### src/inc/tcs_regs.svh
// Register map, field positions and prescaler taps of the timer clock/clear select block
`ifndef TCS_REGS_SVH
`define TCS_REGS_SVH

// ********************************
// Register byte offsets
// ********************************
`define TCS_CTRL_BASE 8'h00
`define TCS_START_OFS 8'h18
`define TCS_SYNC_OFS 8'h1C
`define TCS_MODE_OFS 8'h20
`define TCS_CNT_BASE 8'h40

// ********************************
// Control register fields
// ********************************
`define TCS_CTRL_RST 8'h00
`define TCS_RSVD_MASK 8'h7F
`define TCS_CLR_LSB 5
`define TCS_EDGE_LSB 3
`define TCS_PSC_LSB 0
`define TCS_CLR_NONE 3'h0
`define TCS_CLR_A 3'h1
`define TCS_CLR_B 3'h2
`define TCS_CLR_C 3'h5
`define TCS_CLR_D 3'h6
`define TCS_EDGE_RISE 2'h0
`define TCS_EDGE_FALL 2'h1

// ********************************
// Mode register bits
// ********************************
`define TCS_MODE_PHASE1 0
`define TCS_MODE_BUFC0 1
`define TCS_MODE_BUFD0 2
`define TCS_MODE_BUFC3 3
`define TCS_MODE_BUFD3 4
`define TCS_MODE_RST 5'h00

// ********************************
// Prescaler taps (bit k-1 of a free counter gives clk/2^k)
// ********************************
`define TCS_PRE_W 8
`define TCS_DIV4_BIT 1
`define TCS_DIV16_BIT 3
`define TCS_DIV64_BIT 5
`define TCS_DIV256_BIT 7

`endif

### src/inc/tcs_pkg.sv
// Types shared by the timer clock/clear select block
`default_nettype none
package tcs_pkg;
    typedef logic [7:0] tcs_ctrl_t;
    typedef enum {TCS_SRC_NONE, TCS_SRC_DIRECT, TCS_SRC_LEVEL, TCS_SRC_PULSE} tcs_src_e;
endpackage
`default_nettype wire

### src/tcs_top.sv
// Six-channel timer count clock and clear select with Wishbone register access
//
// The placing of the registers and register access over Wishbone were left to the implementer.
`timescale 1ns/10ps
`default_nettype none
`include "tcs_regs.svh"

module tcs_top #(
    parameter int CW = 16
) (
    input wire logic CLK,
    input wire logic RST_N,
    input wire logic CYC_I,
    input wire logic STB_I,
    input wire logic WE_I,
    input wire logic [7:0] ADR_I,
    input wire logic [3:0] SEL_I,
    input wire logic [31:0] DAT_I,
    output logic [31:0] DAT_O,
    output logic ACK_O,
    input wire logic EXT_COUNT_PIN_A,
    input wire logic EXT_COUNT_PIN_B,
    input wire logic EXT_COUNT_PIN_C,
    input wire logic EXT_COUNT_PIN_D,
    input wire logic [5:0] MATCH_A,
    input wire logic [5:0] MATCH_B,
    input wire logic [1:0] MATCH_C,
    input wire logic [1:0] MATCH_D,
    input wire logic PHASE_STEP,
    output logic [5:0] OVERFLOW
);
    import tcs_pkg::*;

    localparam int NCH = 6;

    tcs_ctrl_t ctrl [NCH];
    tcs_ctrl_t next_ctrl [NCH];
    logic [5:0] start, next_start, sync, next_sync;
    logic [4:0] mode, next_mode;
    logic ack, next_ack;
    logic [31:0] rdata, next_rdata;
    logic [`TCS_PRE_W-1:0] pre, next_pre;
    logic [3:0] pin_raw, s1, s2, s3, filt, next_filt;
    logic [CW-1:0] count [NCH];
    logic [5:0] ovf, clr_out;
    logic hit, wr;

    // ********************************
    // Decoding helpers
    // ********************************
    // Channel index of a per-channel address, or 7 when none
    function automatic logic [2:0] chan_of(input logic [7:0] adr, input logic [7:0] base);
        logic [7:0] d;
        d = adr - base;
        chan_of = (adr >= base && d[1:0] == 2'h0 && d[7:2] < 6'd6) ? d[4:2] : 3'h7;
    endfunction

    // Reserved bit 7 on channels without C/D
    function automatic tcs_ctrl_t ctrl_mask(input int ch);
        ctrl_mask = (ch == 0 || ch == 3) ? 8'hFF : `TCS_RSVD_MASK;
    endfunction

    // ********************************
    // Wishbone slave
    // ********************************
    assign hit = CYC_I & STB_I;
    // Write lands on the edge at which the master sees ack
    assign wr = hit & WE_I & ack & SEL_I[0];

    always_comb begin
        next_ack = hit & ~ack;
        next_rdata = rdata;
        if (hit && !ack) begin
            next_rdata = 32'h0;
            if (chan_of(ADR_I, `TCS_CTRL_BASE) != 3'h7) begin
                next_rdata[7:0] = ctrl[chan_of(ADR_I, `TCS_CTRL_BASE)];
            end else if (chan_of(ADR_I, `TCS_CNT_BASE) != 3'h7) begin
                next_rdata[CW-1:0] = count[chan_of(ADR_I, `TCS_CNT_BASE)];
            end else if (ADR_I == `TCS_START_OFS) begin
                next_rdata[5:0] = start;
            end else if (ADR_I == `TCS_SYNC_OFS) begin
                next_rdata[5:0] = sync;
            end else if (ADR_I == `TCS_MODE_OFS) begin
                next_rdata[4:0] = mode;
            end
        end
    end

    always_ff @(posedge CLK or negedge RST_N) begin
        if (!RST_N) begin
            ack <= 1'b0;
            rdata <= 32'h0;
        end else begin
            ack <= next_ack;
            rdata <= next_rdata;
        end
    end

    assign ACK_O = ack;
    assign DAT_O = rdata;

    // ********************************
    // Registers
    // ********************************
    always_comb begin
        next_ctrl = ctrl;
        next_start = start;
        next_sync = sync;
        next_mode = mode;
        if (wr) begin
            for (int i = 0; i < NCH; i++) begin
                if (chan_of(ADR_I, `TCS_CTRL_BASE) == 3'(i)) begin
                    next_ctrl[i] = DAT_I[7:0] & ctrl_mask(i);
                end
            end
            if (ADR_I == `TCS_START_OFS) begin
                next_start = DAT_I[5:0];
            end
            if (ADR_I == `TCS_SYNC_OFS) begin
                next_sync = DAT_I[5:0];
            end
            if (ADR_I == `TCS_MODE_OFS) begin
                next_mode = DAT_I[4:0];
            end
        end
    end

    always_ff @(posedge CLK or negedge RST_N) begin
        if (!RST_N) begin
            for (int i = 0; i < NCH; i++) begin
                ctrl[i] <= `TCS_CTRL_RST;
            end
            start <= 6'h00;
            sync <= 6'h00;
            mode <= `TCS_MODE_RST;
        end else begin
            ctrl <= next_ctrl;
            start <= next_start;
            sync <= next_sync;
            mode <= next_mode;
        end
    end

    // ********************************
    // Prescaler and pin synchronisers
    // ********************************
    assign pin_raw = {EXT_COUNT_PIN_D, EXT_COUNT_PIN_C, EXT_COUNT_PIN_B, EXT_COUNT_PIN_A};

    assign next_pre = pre + 1'b1;

    always_comb begin
        for (int k = 0; k < 4; k++) begin
            next_filt[k] = (s2[k] == s3[k]) ? s3[k] : filt[k];
        end
    end

    always_ff @(posedge CLK or negedge RST_N) begin
        if (!RST_N) begin
            pre <= '0;
            s1 <= 4'h0;
            s2 <= 4'h0;
            s3 <= 4'h0;
            filt <= 4'h0;
        end else begin
            pre <= next_pre;
            s1 <= pin_raw;
            s2 <= s1;
            s3 <= s2;
            filt <= next_filt;
        end
    end

    // ********************************
    // Channels
    // ********************************
    for (genvar g = 0; g < NCH; g++) begin : g_ch
        logic sync_in;
        assign sync_in = |(clr_out & ~(6'h01 << g));
        tcs_chan #(
            .CHAN(g),
            .CW(CW)
        ) u_chan (
            .clk(CLK),
            .rst_n(RST_N),
            .ctrl(ctrl[g]),
            .start(start[g]),
            .sync_en(sync[g]),
            .phase_mode((g == 1) ? mode[`TCS_MODE_PHASE1] : 1'b0),
            .phase_step(PHASE_STEP),
            .buf_c((g == 0) ? mode[`TCS_MODE_BUFC0] : mode[`TCS_MODE_BUFC3]),
            .buf_d((g == 0) ? mode[`TCS_MODE_BUFD0] : mode[`TCS_MODE_BUFD3]),
            .pre(pre),
            .ext(filt),
            // channel 2 overflow feeds channel 1
            .cascade(ovf[2]),
            .match_a(MATCH_A[g]),
            .match_b(MATCH_B[g]),
            .match_c((g == 0) ? MATCH_C[0] : (g == 3) ? MATCH_C[1] : 1'b0),
            .match_d((g == 0) ? MATCH_D[0] : (g == 3) ? MATCH_D[1] : 1'b0),
            .sync_in(sync_in),
            .count(count[g]),
            .ovf(ovf[g]),
            .clr_out(clr_out[g])
        );
    end

    assign OVERFLOW = ovf;
endmodule // tcs_top
`default_nettype wire

### src/tcs_chan.sv
// One timer channel: count-source select, edge select, counter and clear select
`timescale 1ns/10ps
`default_nettype none
`include "tcs_regs.svh"

module tcs_chan #(
    parameter int CHAN = 0,
    parameter int CW = 16
) (
    input wire logic clk,
    input wire logic rst_n,
    input wire tcs_pkg::tcs_ctrl_t ctrl,
    input wire logic start,
    input wire logic sync_en,
    input wire logic phase_mode,
    input wire logic phase_step,
    input wire logic buf_c,
    input wire logic buf_d,
    input wire logic [`TCS_PRE_W-1:0] pre,
    input wire logic [3:0] ext,
    input wire logic cascade,
    input wire logic match_a,
    input wire logic match_b,
    input wire logic match_c,
    input wire logic match_d,
    input wire logic sync_in,
    output logic [CW-1:0] count,
    output logic ovf,
    output logic clr_out
);
    import tcs_pkg::*;

    logic [2:0] psc, clr_sel;
    logic [1:0] edge_sel;
    tcs_src_e kind;
    logic lvl, lvl_q, edge_hit, tick, own_clr, clr_now;
    logic [CW-1:0] next_count;
    logic next_ovf;

    assign psc = ctrl[`TCS_PSC_LSB+:3];
    assign edge_sel = ctrl[`TCS_EDGE_LSB+:2];
    assign clr_sel = ctrl[`TCS_CLR_LSB+:3];

    // ********************************
    // Count source
    // ********************************
    always_comb begin
        kind = TCS_SRC_LEVEL;
        lvl = 1'b0;
        unique case (psc)
            3'h0: kind = TCS_SRC_DIRECT;
            3'h1: lvl = pre[`TCS_DIV4_BIT];
            3'h2: lvl = pre[`TCS_DIV16_BIT];
            3'h3: lvl = pre[`TCS_DIV64_BIT];
            default: begin
                if (CHAN == 0) begin
                    lvl = ext[psc[1:0]];
                end else if (CHAN == 1) begin
                    if (psc == 3'h7) begin
                        kind = TCS_SRC_PULSE;
                    end else if (psc == 3'h6) begin
                        lvl = pre[`TCS_DIV256_BIT];
                    end else begin
                        lvl = ext[psc[1:0]];
                    end
                end else begin
                    // Upper codes of channels 2 to 5 are not built here
                    kind = TCS_SRC_NONE;
                end
            end
        endcase
    end

    // ********************************
    // Edge select and tick
    // ********************************
    always_comb begin
        if (edge_sel[1]) begin
            edge_hit = lvl ^ lvl_q;
        end else if (edge_sel == `TCS_EDGE_FALL) begin
            edge_hit = ~lvl & lvl_q;
        end else begin
            edge_hit = lvl & ~lvl_q;
        end
    end

    always_comb begin
        tick = 1'b0;
        if (phase_mode) begin
            tick = phase_step;
        end else begin
            unique case (kind)
                TCS_SRC_DIRECT: tick = 1'b1;
                TCS_SRC_PULSE: tick = cascade;
                TCS_SRC_LEVEL: tick = edge_hit;
                TCS_SRC_NONE: tick = 1'b0;
            endcase
        end
        tick = tick & start;
    end

    // ********************************
    // Clear select
    // ********************************
    always_comb begin
        own_clr = 1'b0;
        unique case (clr_sel)
            `TCS_CLR_A: own_clr = match_a;
            `TCS_CLR_B: own_clr = match_b;
            `TCS_CLR_C: own_clr = match_c & ~buf_c;
            `TCS_CLR_D: own_clr = match_d & ~buf_d;
            default: own_clr = 1'b0;
        endcase
        clr_now = own_clr | ((clr_sel[1:0] == 2'h3) & sync_en & sync_in);
        clr_out = own_clr & sync_en;
    end

    always_comb begin
        next_count = count;
        next_ovf = 1'b0;
        if (clr_now) begin
            next_count = '0;
        end else if (tick) begin
            next_count = count + 1'b1;
            next_ovf = &count;
        end
    end

    always_ff @(posedge clk or negedge rst_n) begin
        if (!rst_n) begin
            count <= '0;
            ovf <= 1'b0;
            lvl_q <= 1'b0;
        end else begin
            count <= next_count;
            ovf <= next_ovf;
            lvl_q <= lvl;
        end
    end
endmodule // tcs_chan
`default_nettype wire

### config.mk
export PLATFORM = sky130hd
export DESIGN_NAME = tcs_top
export DESIGN_NICKNAME = d
export VERILOG_FILES = /design/src/inc/tcs_pkg.sv /design/src/tcs_top.sv /design/src/tcs_chan.sv
export VERILOG_INCLUDE_DIRS = /design/src /design/src/inc
export SDC_FILE = /design/constraint.sdc
export NUM_CORES = 1
export LEC_CHECK = 0
export BUFFER_PORTS_ARGS = -buffer_cell sky130_fd_sc_hd__buf_2
export CELL_PAD_IN_SITES_DETAIL_PLACEMENT = 1
export CELL_PAD_IN_SITES_GLOBAL_PLACEMENT = 2
export CORE_UTILIZATION = 39
export DETAILED_ROUTE_END_ITERATION = 10
export PLACE_DENSITY_LB_ADDON = 0.1
export SETUP_SLACK_MARGIN = 0.3
export SLEW_MARGIN = 20
export SYNTH_ARGS = -nofsm -noshare
export SYNTH_HDL_FRONTEND = slang
export SYNTH_SLANG_ARGS = --single-unit
### constraint.sdc
create_clock -name CLK -period 3.3 [get_ports CLK]
set_input_delay 0.165 -clock CLK [delete_from_list [all_inputs] [get_ports CLK]]
set_output_delay 0.165 -clock CLK [all_outputs]
set_load 0.05 [all_outputs]
; Word level (Yosys, flattened, before mapping)
; Index checks and enable logic that the tools add are counted.
; Widths: inputs -> output; s select.
[classes]
addsub = 8
n_lt_le_gt_ge = 8
n_eq_ne = 80
muxes = 84
n_bitwise = 76
reduce_logical = 53
[op_table]
columns = op, n
row1 = $mux 16, 14
row2 = $logic_not 32->1, 6
row3 = $add 16x1->16 const B, 6
row4 = $reduce_and 16->1, 6
row5 = $eq 32x2->1 const B, 2
row6 = $pmux 32 s2, 1
row7 = $bmux 16 s3, 1
row8 = $eq 3x2->1 const B, 16
row9 = $and 1x1->1, 45
row10 = $eq 2x2->1 const B, 20
row11 = $pmux 1 s4, 10
row12 = $eq 32x1->1 const B, 1
row13 = $mux 8, 4
row14 = $mux 1, 31
row15 = $eq 2x1->1 const B, 15
row16 = $reduce_or 5->1, 6
row17 = $eq 3x1->1 const B, 9
row18 = $bmux 8 s3, 1
row19 = $eq 3x3->1 const B, 8
row20 = $logic_not 3->1, 7
row21 = $reduce_and 2->1, 9
row22 = $not 1->1, 17
row23 = $eq 8x5->1 const B, 2
row24 = $pmux 2 s2, 4
row25 = 26 further kinds, 68
[totals]
register_bits = 210
inputBits = 70
elab_cells = 346

; Logic depth before layout (Yosys ltp)
; Gate-level depths: netlist of run 1.
[depth]
ltp_word = 14
mapped_depth = 13

; Cells and area by module
; A second synthesis of run 1 with hierarchy kept.
[unflattened]
hier_cells = 1218
hier_area_um2 = 12673.4
[modules_own_cells]
columns = mod, n_inst, cells_per_inst, area_per_inst_um2, seq_area_each_um2
row1 = tcs_top, 1, 444, 5348.9, 2552.4
row2 = tcs_chan (g_ch[2].u_chan ...), 3, 126, 1193.6, 450.4
row3 = tcs_chan (g_ch[0].u_chan), 1, 138, 1303.8, 450.4
row4 = tcs_chan (g_ch[1].u_chan), 1, 129, 1229.9, 450.4
row5 = tcs_chan (g_ch[5].u_chan), 1, 129, 1209.9, 450.4

; Worst setup path before layout of run 1
; No wires, ideal clock.
[synth_timing]
path_type = reg-to-reg
start = reg ctrl[33] (netlist name)
end = reg g_ch[1].u_chan.count[11]
setup_ns = 0.079
arrival_time_ns = 2.683
slack_ns = 0.538
stages_incl_launch_ff = 13
path_buffers = 2
path_cell_list = dfrtp_1 -> buf_2 -> mux2_2 -> nand2_1 -> o21ai_0 -> mux2_2 -> ha_1 -> a32oi_1 -> o21ai_0 -> a21o_1 -> clkbuf_1 -> or4_1 -> a21oi_1
[synth_via]
elab_chain_cells = 13
word_cells_on_any_way = 28
cone_classes = 8 x eq/ne / 11 x mux / 5 x bitwise / 4 x reduce/logical
[synth_lines]
columns = element, line_no
row1 = "start, declared", tcs_top.sv:36  ; tcs_ctrl_t ctrl [NCH];
row2 = "start signal, assigned by index", tcs_top.sv:131  ; ctrl[i] <= `TCS_CTRL_RST;
row3 = "start signal, assigned", tcs_top.sv:137  ; ctrl <= next_ctrl;
row4 = $bmux 1 s2, tcs_chan.sv:64  ; lvl = ext[psc[1:0]];
row5 = $mux 1 (not written as such), tcs_chan.sv:64
row6 = $mux 1, tcs_chan.sv:61  ; end else if (psc == 3'h6) begin
row7 = $mux 1, tcs_chan.sv:59  ; if (psc == 3'h7) begin
row8 = $pmux 1 s4 *, tcs_chan.sv:50  ; unique case (psc)
row9 = net g_ch[1].u_chan.lvl, tcs_chan.sv:36  ; logic lvl, lvl_q, edge_hit, tick, own_clr, clr_now;
row10 = $not 1->1, tcs_chan.sv:81  ; edge_hit = ~lvl & lvl_q;
row11 = $and 1x1->1, tcs_chan.sv:81
row12 = $mux 1, tcs_chan.sv:80  ; end else if (edge_sel == `TCS_EDGE_FALL) begin
row13 = $mux 1 *, tcs_chan.sv:78  ; if (edge_sel[1]) begin
row14 = $pmux 1 s4 *, tcs_chan.sv:92  ; unique case (kind)
row15 = $mux 1 *, tcs_chan.sv:89  ; if (phase_mode) begin
row16 = $and 1x1->1 *, tcs_chan.sv:99  ; tick = tick & start;
row17 = $reduce_bool 2->1 (no line) *, --
row18 = "end signal, assigned", tcs_chan.sv:135  ; count <= next_count;
row19 = "end, declared", tcs_chan.sv:27  ; output logic [CW-1:0] count,
; The timed path passes the listed nets; every way through them passes the cells marked *. The select of a mux whose other input is x is not followed.
; A chain may end at the register's enable or synchronous reset.

; Worst setup path after layout of run 1
; Same ends and word-level chain as after synthesis.

==> impl_metrics.toml, run 1 <==
[job]
cap_viol_max_count = 0

[synthesis]
netlist_area_mm2 = 0.01208
synth_compound_area_frac = 0.1043
ys_types = 76
synth.area.mux_share = 0.1259
ys.flop_type = "dfrtp_1"
yosys.area_share.adder = 0.04165
synth_top_family_by_area = "simple AND/OR/NAND/NOR gates"
yosysSeqAreaShare = 0.4352
ys_seq_elements = 210
ys_warn_count = 0
synthArstFlopShare = 1.000
synth_xor_area_frac = 0.05367
synth_edf_count = 0
yosysTopAreaCellShare = 0.4352
avgSynthCellArea_um2 = 10.32
post-synth-top-area-cell = "dfrtp_1"
syn-instance-count = 1170
ys_top_cells_by_area = "dfrtp_1 (44%), mux2_2 (8.1%), ha_1 (3.8%), mux2i_1 (3.0%), xor2_1 (2.8%)"
yosys.area_share.simple = 0.1975

[setup_path]
r2r_cells = 11
start_kind = "flop"
arrival_ps = 3300
critPathKind = "flop to flop"
end_kind = "flop"
worstPathRequired_ps = 3760
path_max_fanout = 11

[pwr]
ir_drop_mv = 0.3564
leakage_nw = 5.865
p_total_mw = 6.459
power_density_mw_per_mm2 = 464.6

[cells_and_area]
syn_to_final_growth_pct = 15.13
diodes = 0
drive_gt1_frac = 0.2096
layout.nets = 1356
finalInstanceArea_mm2 = 0.01390
final_common_cell = "dfrtp_1"
mostFrequentLayoutCells = "dfrtp_1 (210), mux2_2 (87), nor2_1 (78), nand2_1 (69), buf_2 (63)"

[clock_network]
cts_post_setup_buffers_inserted = 0
htree_levels = 1
root_buffer = "clkbuf_16"
clock-sinks = 210
cts_tree = "done"
cts_buffers = 26
clk_pin_slew_ps = 70
clk-insertion-delay-late_ps = 550
cts_buffer_depth = 3

[timing]
setup_viol = 0
post-route-min-period_ps = 2845
tns_ps = 0
relSlewSlack = 0.3963
tightest_slew_ps = 898.1
finalHoldViolCount = 0
clock.fmax_mhz = 351.5
hold_slack_ps = 50.18
rsz0062_at_grt = "yes"
finalClockSkew_ps = 15.14
maxSlewViolCount = 0
period_share = 0.8621

[route]
routed_via_density = 5.745
drt-total-wl_um = 38140
ant_nets = 0
via_count = 9565
drc = 0
detail_route.wl_per_cell_um = 22.91
first_pass_iters = 4
drtIter0Drc = 579

[floorplanning]
rows = 64
ios = 109
initial_utilization = 0.3958
dieArea_mm2 = 0.03167
chipHeight_um = 178.0
coreArea_mm2 = 0.03051
die_w_um = 178.0

[global_routing]
antenna_found_initial = 0
grt_first_pass_wirelength_um = 59680
grt_pass1_vias = 9761
grt_max_degree = 101
gr-total-overflow = 0
track_usage = 0.2491

[worst_hold_path]
hold_class = "input pin to flop"
hold_depth = 2

[outcome]
outcome = "finished clean"

[place]
portBuffers = 65
globalplace.congestion = 0.8264
place_hpwl_um = 27580
dpl_cell_area_mm2 = 0.01286
-- cell type report --
cell class,instances,area [um^2]
fillers,3378,16610
multi-input cells,873,6397
flip-flops and latches,210,5255
clock buffers,39,810.8
repair buffers,107,701.9
well taps,396,495.5
clock inverters,9,125.1
inverters,31,116.4
-- per-stage QoR --
step / worst slack, ps / cells / utilization
global placement: 417.1 / 1609 / 0.4215
detailed placement: 363.8 / 1609 / 0.4216
CTS: 352.8 / 1665 / 0.4549
finish: 455.0 / 1665 / 0.4557
floorplan: 538.1 / 1185 / -
global route: 292.7 / 1665 / 0.4557
-- state kept, by name, indices dropped and copies added (netlist names), 5 cells and up --
register and cells:
DAT_O 16, g_ch.u_chan.ovf 6, sync 6, mode 5, ctrl 44, g_ch.u_chan.lvl_q 6, g_ch.u_chan.count 96, pre 8
start 6
-- per-layer routing --
layer  vias up  track usage  share of wire
met2       152       0.4022           0.46
met4         0      0.06481          0.023
met1      4906       0.3525           0.48
li1       4457            -              -
met3        50      0.02849          0.032
met5         -            0              0
-- synth_stat cells, drive strengths merged, types with 35 or more instances --
cell type,n
dfrtp,210
mux2,87
nor2,79
nand2,70
nand3,60
a21oi,49
buf,47
nor3,46
xor2,39
ha,37
mux2i,36
nand4,36
xnor2,35
-- kinds of logic after synthesis --
| kind of cell | after synthesis |
|---|---|
| simple gates | 431 |
| flops | 210 |
| compound gates | 180 |
| mux | 131 |
| buf+inv | 102 |
| xor+xnor | 74 |
| fa+ha+maj | 41 |
| other cells | 1 |
-- path summary, 6_finish.rpt --
check	start	slack (ps)	endpoint
max in group asynchronous	RST_N	2170	g_ch[5].u_chan.count[4]
max reg2reg	ctrl[33]	450	g_ch[1].u_chan.count[11]
max	ctrl[33]	450	g_ch[1].u_chan.count[11]
min	DAT_I[1]	50	sync[1]
min in group asynchronous	RST_N	300	g_ch[1].u_chan.count[11]
min reg2reg	s1[2]	350	s2[2]
-- worst max-delay path, stage by stage, from the launching register on --
cell and delay [ps]:
dfrtp_1 360, mux2_2 340, nand2_1 70, o21ai_0 70, mux2_2 300, ha_1 280, a32oi_1 150, o21ai_1 100
buf_4 190, a21o_4 250, or4_1 500, a21oi_1 150
-- repair_timing --
action                                  in CTS  in global routing
hold buffers                                 8                  0
endpoints found under the hold margin      115                  0
gates resized for setup                      0                  7
endpoints found under the setup margin       0                 10
-- power breakdown --
part	internal [mW]	leakage, nW	switching, mW
sequential	2.64	2.48	0.0839
clock	1.92	0.459	1.17
combinational	0.212	2.93	0.428
total	4.78	5.87	1.68
Note: power is estimated with default switching activity, not from simulation.
==> run 2, diff against run 1 <==
Settings changed: PLACE_DENSITY from default to 0.87, PLACE_DENSITY_LB_ADDON 0.1 to default.
==> run 2 against run 1 <==
Net effect:
- utilization is 0.070 points lower
- non-clock buffer count is 6 higher
- cell count is 0.12% higher
- register-to-register slack worse by 50 ps
- clock power is 7.4% lower
- cell area is 0.15% lower
- flip-flop and latch count stayed put
- die area stayed put
- first-iteration DRC count is 17% higher
- via count is 2.4% higher
- largest power group unchanged
==> impl_metrics.toml, run 2 (synthesis results as in run 1) <==
[outcome]
outcome = "finished clean"

[route]
drc = 0
first_pass_iters = 5
via_count = 9797
drt-total-wl_um = 38310
drtIter0Drc = 680
detail_route.wl_per_cell_um = 22.98
routed_via_density = 5.877
ant_nets = 0

[timing]
maxSlewViolCount = 0
tightest_slew_ps = 850.1
clock.fmax_mhz = 345.8
hold_slack_ps = 38.92
post-route-min-period_ps = 2892
rsz0062_at_grt = "no"
finalHoldViolCount = 0
setup_viol = 0
tns_ps = 0
finalClockSkew_ps = 18.28
relSlewSlack = 0.4290
period_share = 0.8764

[clock_network]
cts_buffer_depth = 3
cts_tree = "done"
clock-sinks = 210
clk_pin_slew_ps = 60
htree_levels = 1
clk-insertion-delay-late_ps = 530
root_buffer = "clkbuf_16"
cts_buffers = 26

[floorplanning]
initial_utilization = 0.3958
coreArea_mm2 = 0.03051
die_w_um = 178.0
dieArea_mm2 = 0.03167
ios = 109
chipHeight_um = 178.0
rows = 64

[setup_path]
arrival_ps = 3340
end_kind = "flop"
critPathLaunch = "pre[5]"
worstReg2RegStart = "pre[5]"
critPathSlowestCell = "or4_1"
critPathKind = "flop to flop"
start_kind = "flop"
cp_cell_sequence = "mux2_2 -> nand2_1 -> o21ai_0 -> mux2_4 -> ha_1 -> a32oi_2 -> o21ai_2 -> buf_4 -> a21o_4 -> or4_1 -> a21oi_1"
slowest_delay_ps = 500
path_max_fanout = 10
worstPathRequired_ps = 3750

[pwr]
leakage_nw = 5.842
power_density_mw_per_mm2 = 448.5
ir_drop_mv = 0.3449

[place]
dp.cells = 1604
place_hpwl_um = 27320
portBuffers = 65
globalplace.congestion = 0.8519

[global_routing]
grt_first_pass_wirelength_um = 60280
antenna_found_initial = 0
grt_pass1_vias = 10220
grt_use_met1 = 0.3257
grt_max_degree = 104
met3_usage = 0.04520
grt_use_met2 = 0.4146
gr-total-overflow = 0
top_usage_layer = "met2"
track_usage = 0.2484

[cells_and_area]
final_cells = 1667
fillerInstances = 3375
mostFrequentLayoutCells = "dfrtp_1 (208), mux2_2 (86), nor2_1 (78), nand2_1 (69), buf_2 (63)"
final_common_cell = "dfrtp_1"
fin_util = 0.4550
largest_register_ffs = 96
drive_gt1_frac = 0.2142
syn_to_final_growth_pct = 14.95
layout.nets = 1362
largest_register = "g_ch.u_chan.count"

[job]
cap_viol_max_count = 0

[worst_hold_path]
hold_class = "input pin to flop"
holdCritStartpoint = "DAT_I[5]"
==> run 2: cell count changes in the layout (fill, tap and decap cells not counted), moves of 2 or more <==
| cell | change |
|---|---|
| dfrtp_2 | +2 |
| dfrtp_1 | -2 |
| clkbuf_8 | -5 |
| buf_4 | +8 |
==> run 2: critical path: cells and delay by family, from the launching register on <==
kind / cells / cell delay (ps)
AOI/OAI and AO/OA: 5 / 760
adders and majority gates: 1 / 290
buffers and inverters: 1 / 170
DFF: 1 / 450
muxes: 2 / 580
and+or+nand+nor: 2 / 560
==> run 2: final cells by class <==
cell class | count | area [um^2] | share of cell area
clock inverter | 8 | 96.34 | 0.006941
sequential | 210 | 5258 | 0.3788
antenna | 1 | 2.502 | 0.0001803
multi-input combinational | 873 | 6435 | 0.4636
timing repair buffer | 113 | 732.0 | 0.05273
clock buffer | 35 | 745.7 | 0.05372
inverter | 31 | 116.4 | 0.008383
tap | 396 | 495.5 | 0.03569
==> run 2: timing repair <==
item / in CTS / in global routing
setup buffers: 0 / 11
hold buffers: 7 / 0
hold endpoints to repair: 111 / 0
endpoints found under the setup margin: 3 / 15
resized for setup: 2 / 12
cloned: 0 / 1
pin swaps: 0 / 3
==> run 2: stage by stage <==
stage / cell area (um^2) / power [mW] / setup slack (ps)
3_5_place_dp: 12810 / 3.401 / 276.0
5_1_grt: 13880 / 6.457 / 294.2
4_1_cts: 13730 / 6.276 / 302.2
6_report: 13880 / 6.225 / 407.8
2_1_floorplan: 12130 / 3.168 / 538.1
3_3_place_gp: 12810 / 3.380 / 316.5
==> run 2: final timing paths <==
path / endpoint / slack, ps / depth (start not counted)
max: g_ch[1].u_chan.count[6] / 410 / 11
min: sync[5] / 40 / 2
max reg2reg: g_ch[1].u_chan.count[6] / 410 / 11
min reg2reg: s2[3] / 340 / 0
max in group asynchronous: g_ch[3].u_chan.count[6] / 2150 / 3
min in group asynchronous: g_ch[1].u_chan.ovf / 240 / 2
==> run 2: routing by layer <==
layer | wire, um | vias to the layer above
li1 | - | 4455
met1 | 17000 | 5076
met2 | 18520 | 210
met3 | 1884 | 56
met4 | 900 | 0
met5 | 0 | -
==> run 2: power by group <==
part | internal [mW] | leakage [nW] | total [mW] | switching [mW]
registers | 2.64 | 2.48 | 2.73 | 0.0872
logic | 0.211 | 2.95 | 0.639 | 0.428
clock network | 1.72 | 0.415 | 2.86 | 1.13
total | 4.58 | 5.84 | 6.22 | 1.65
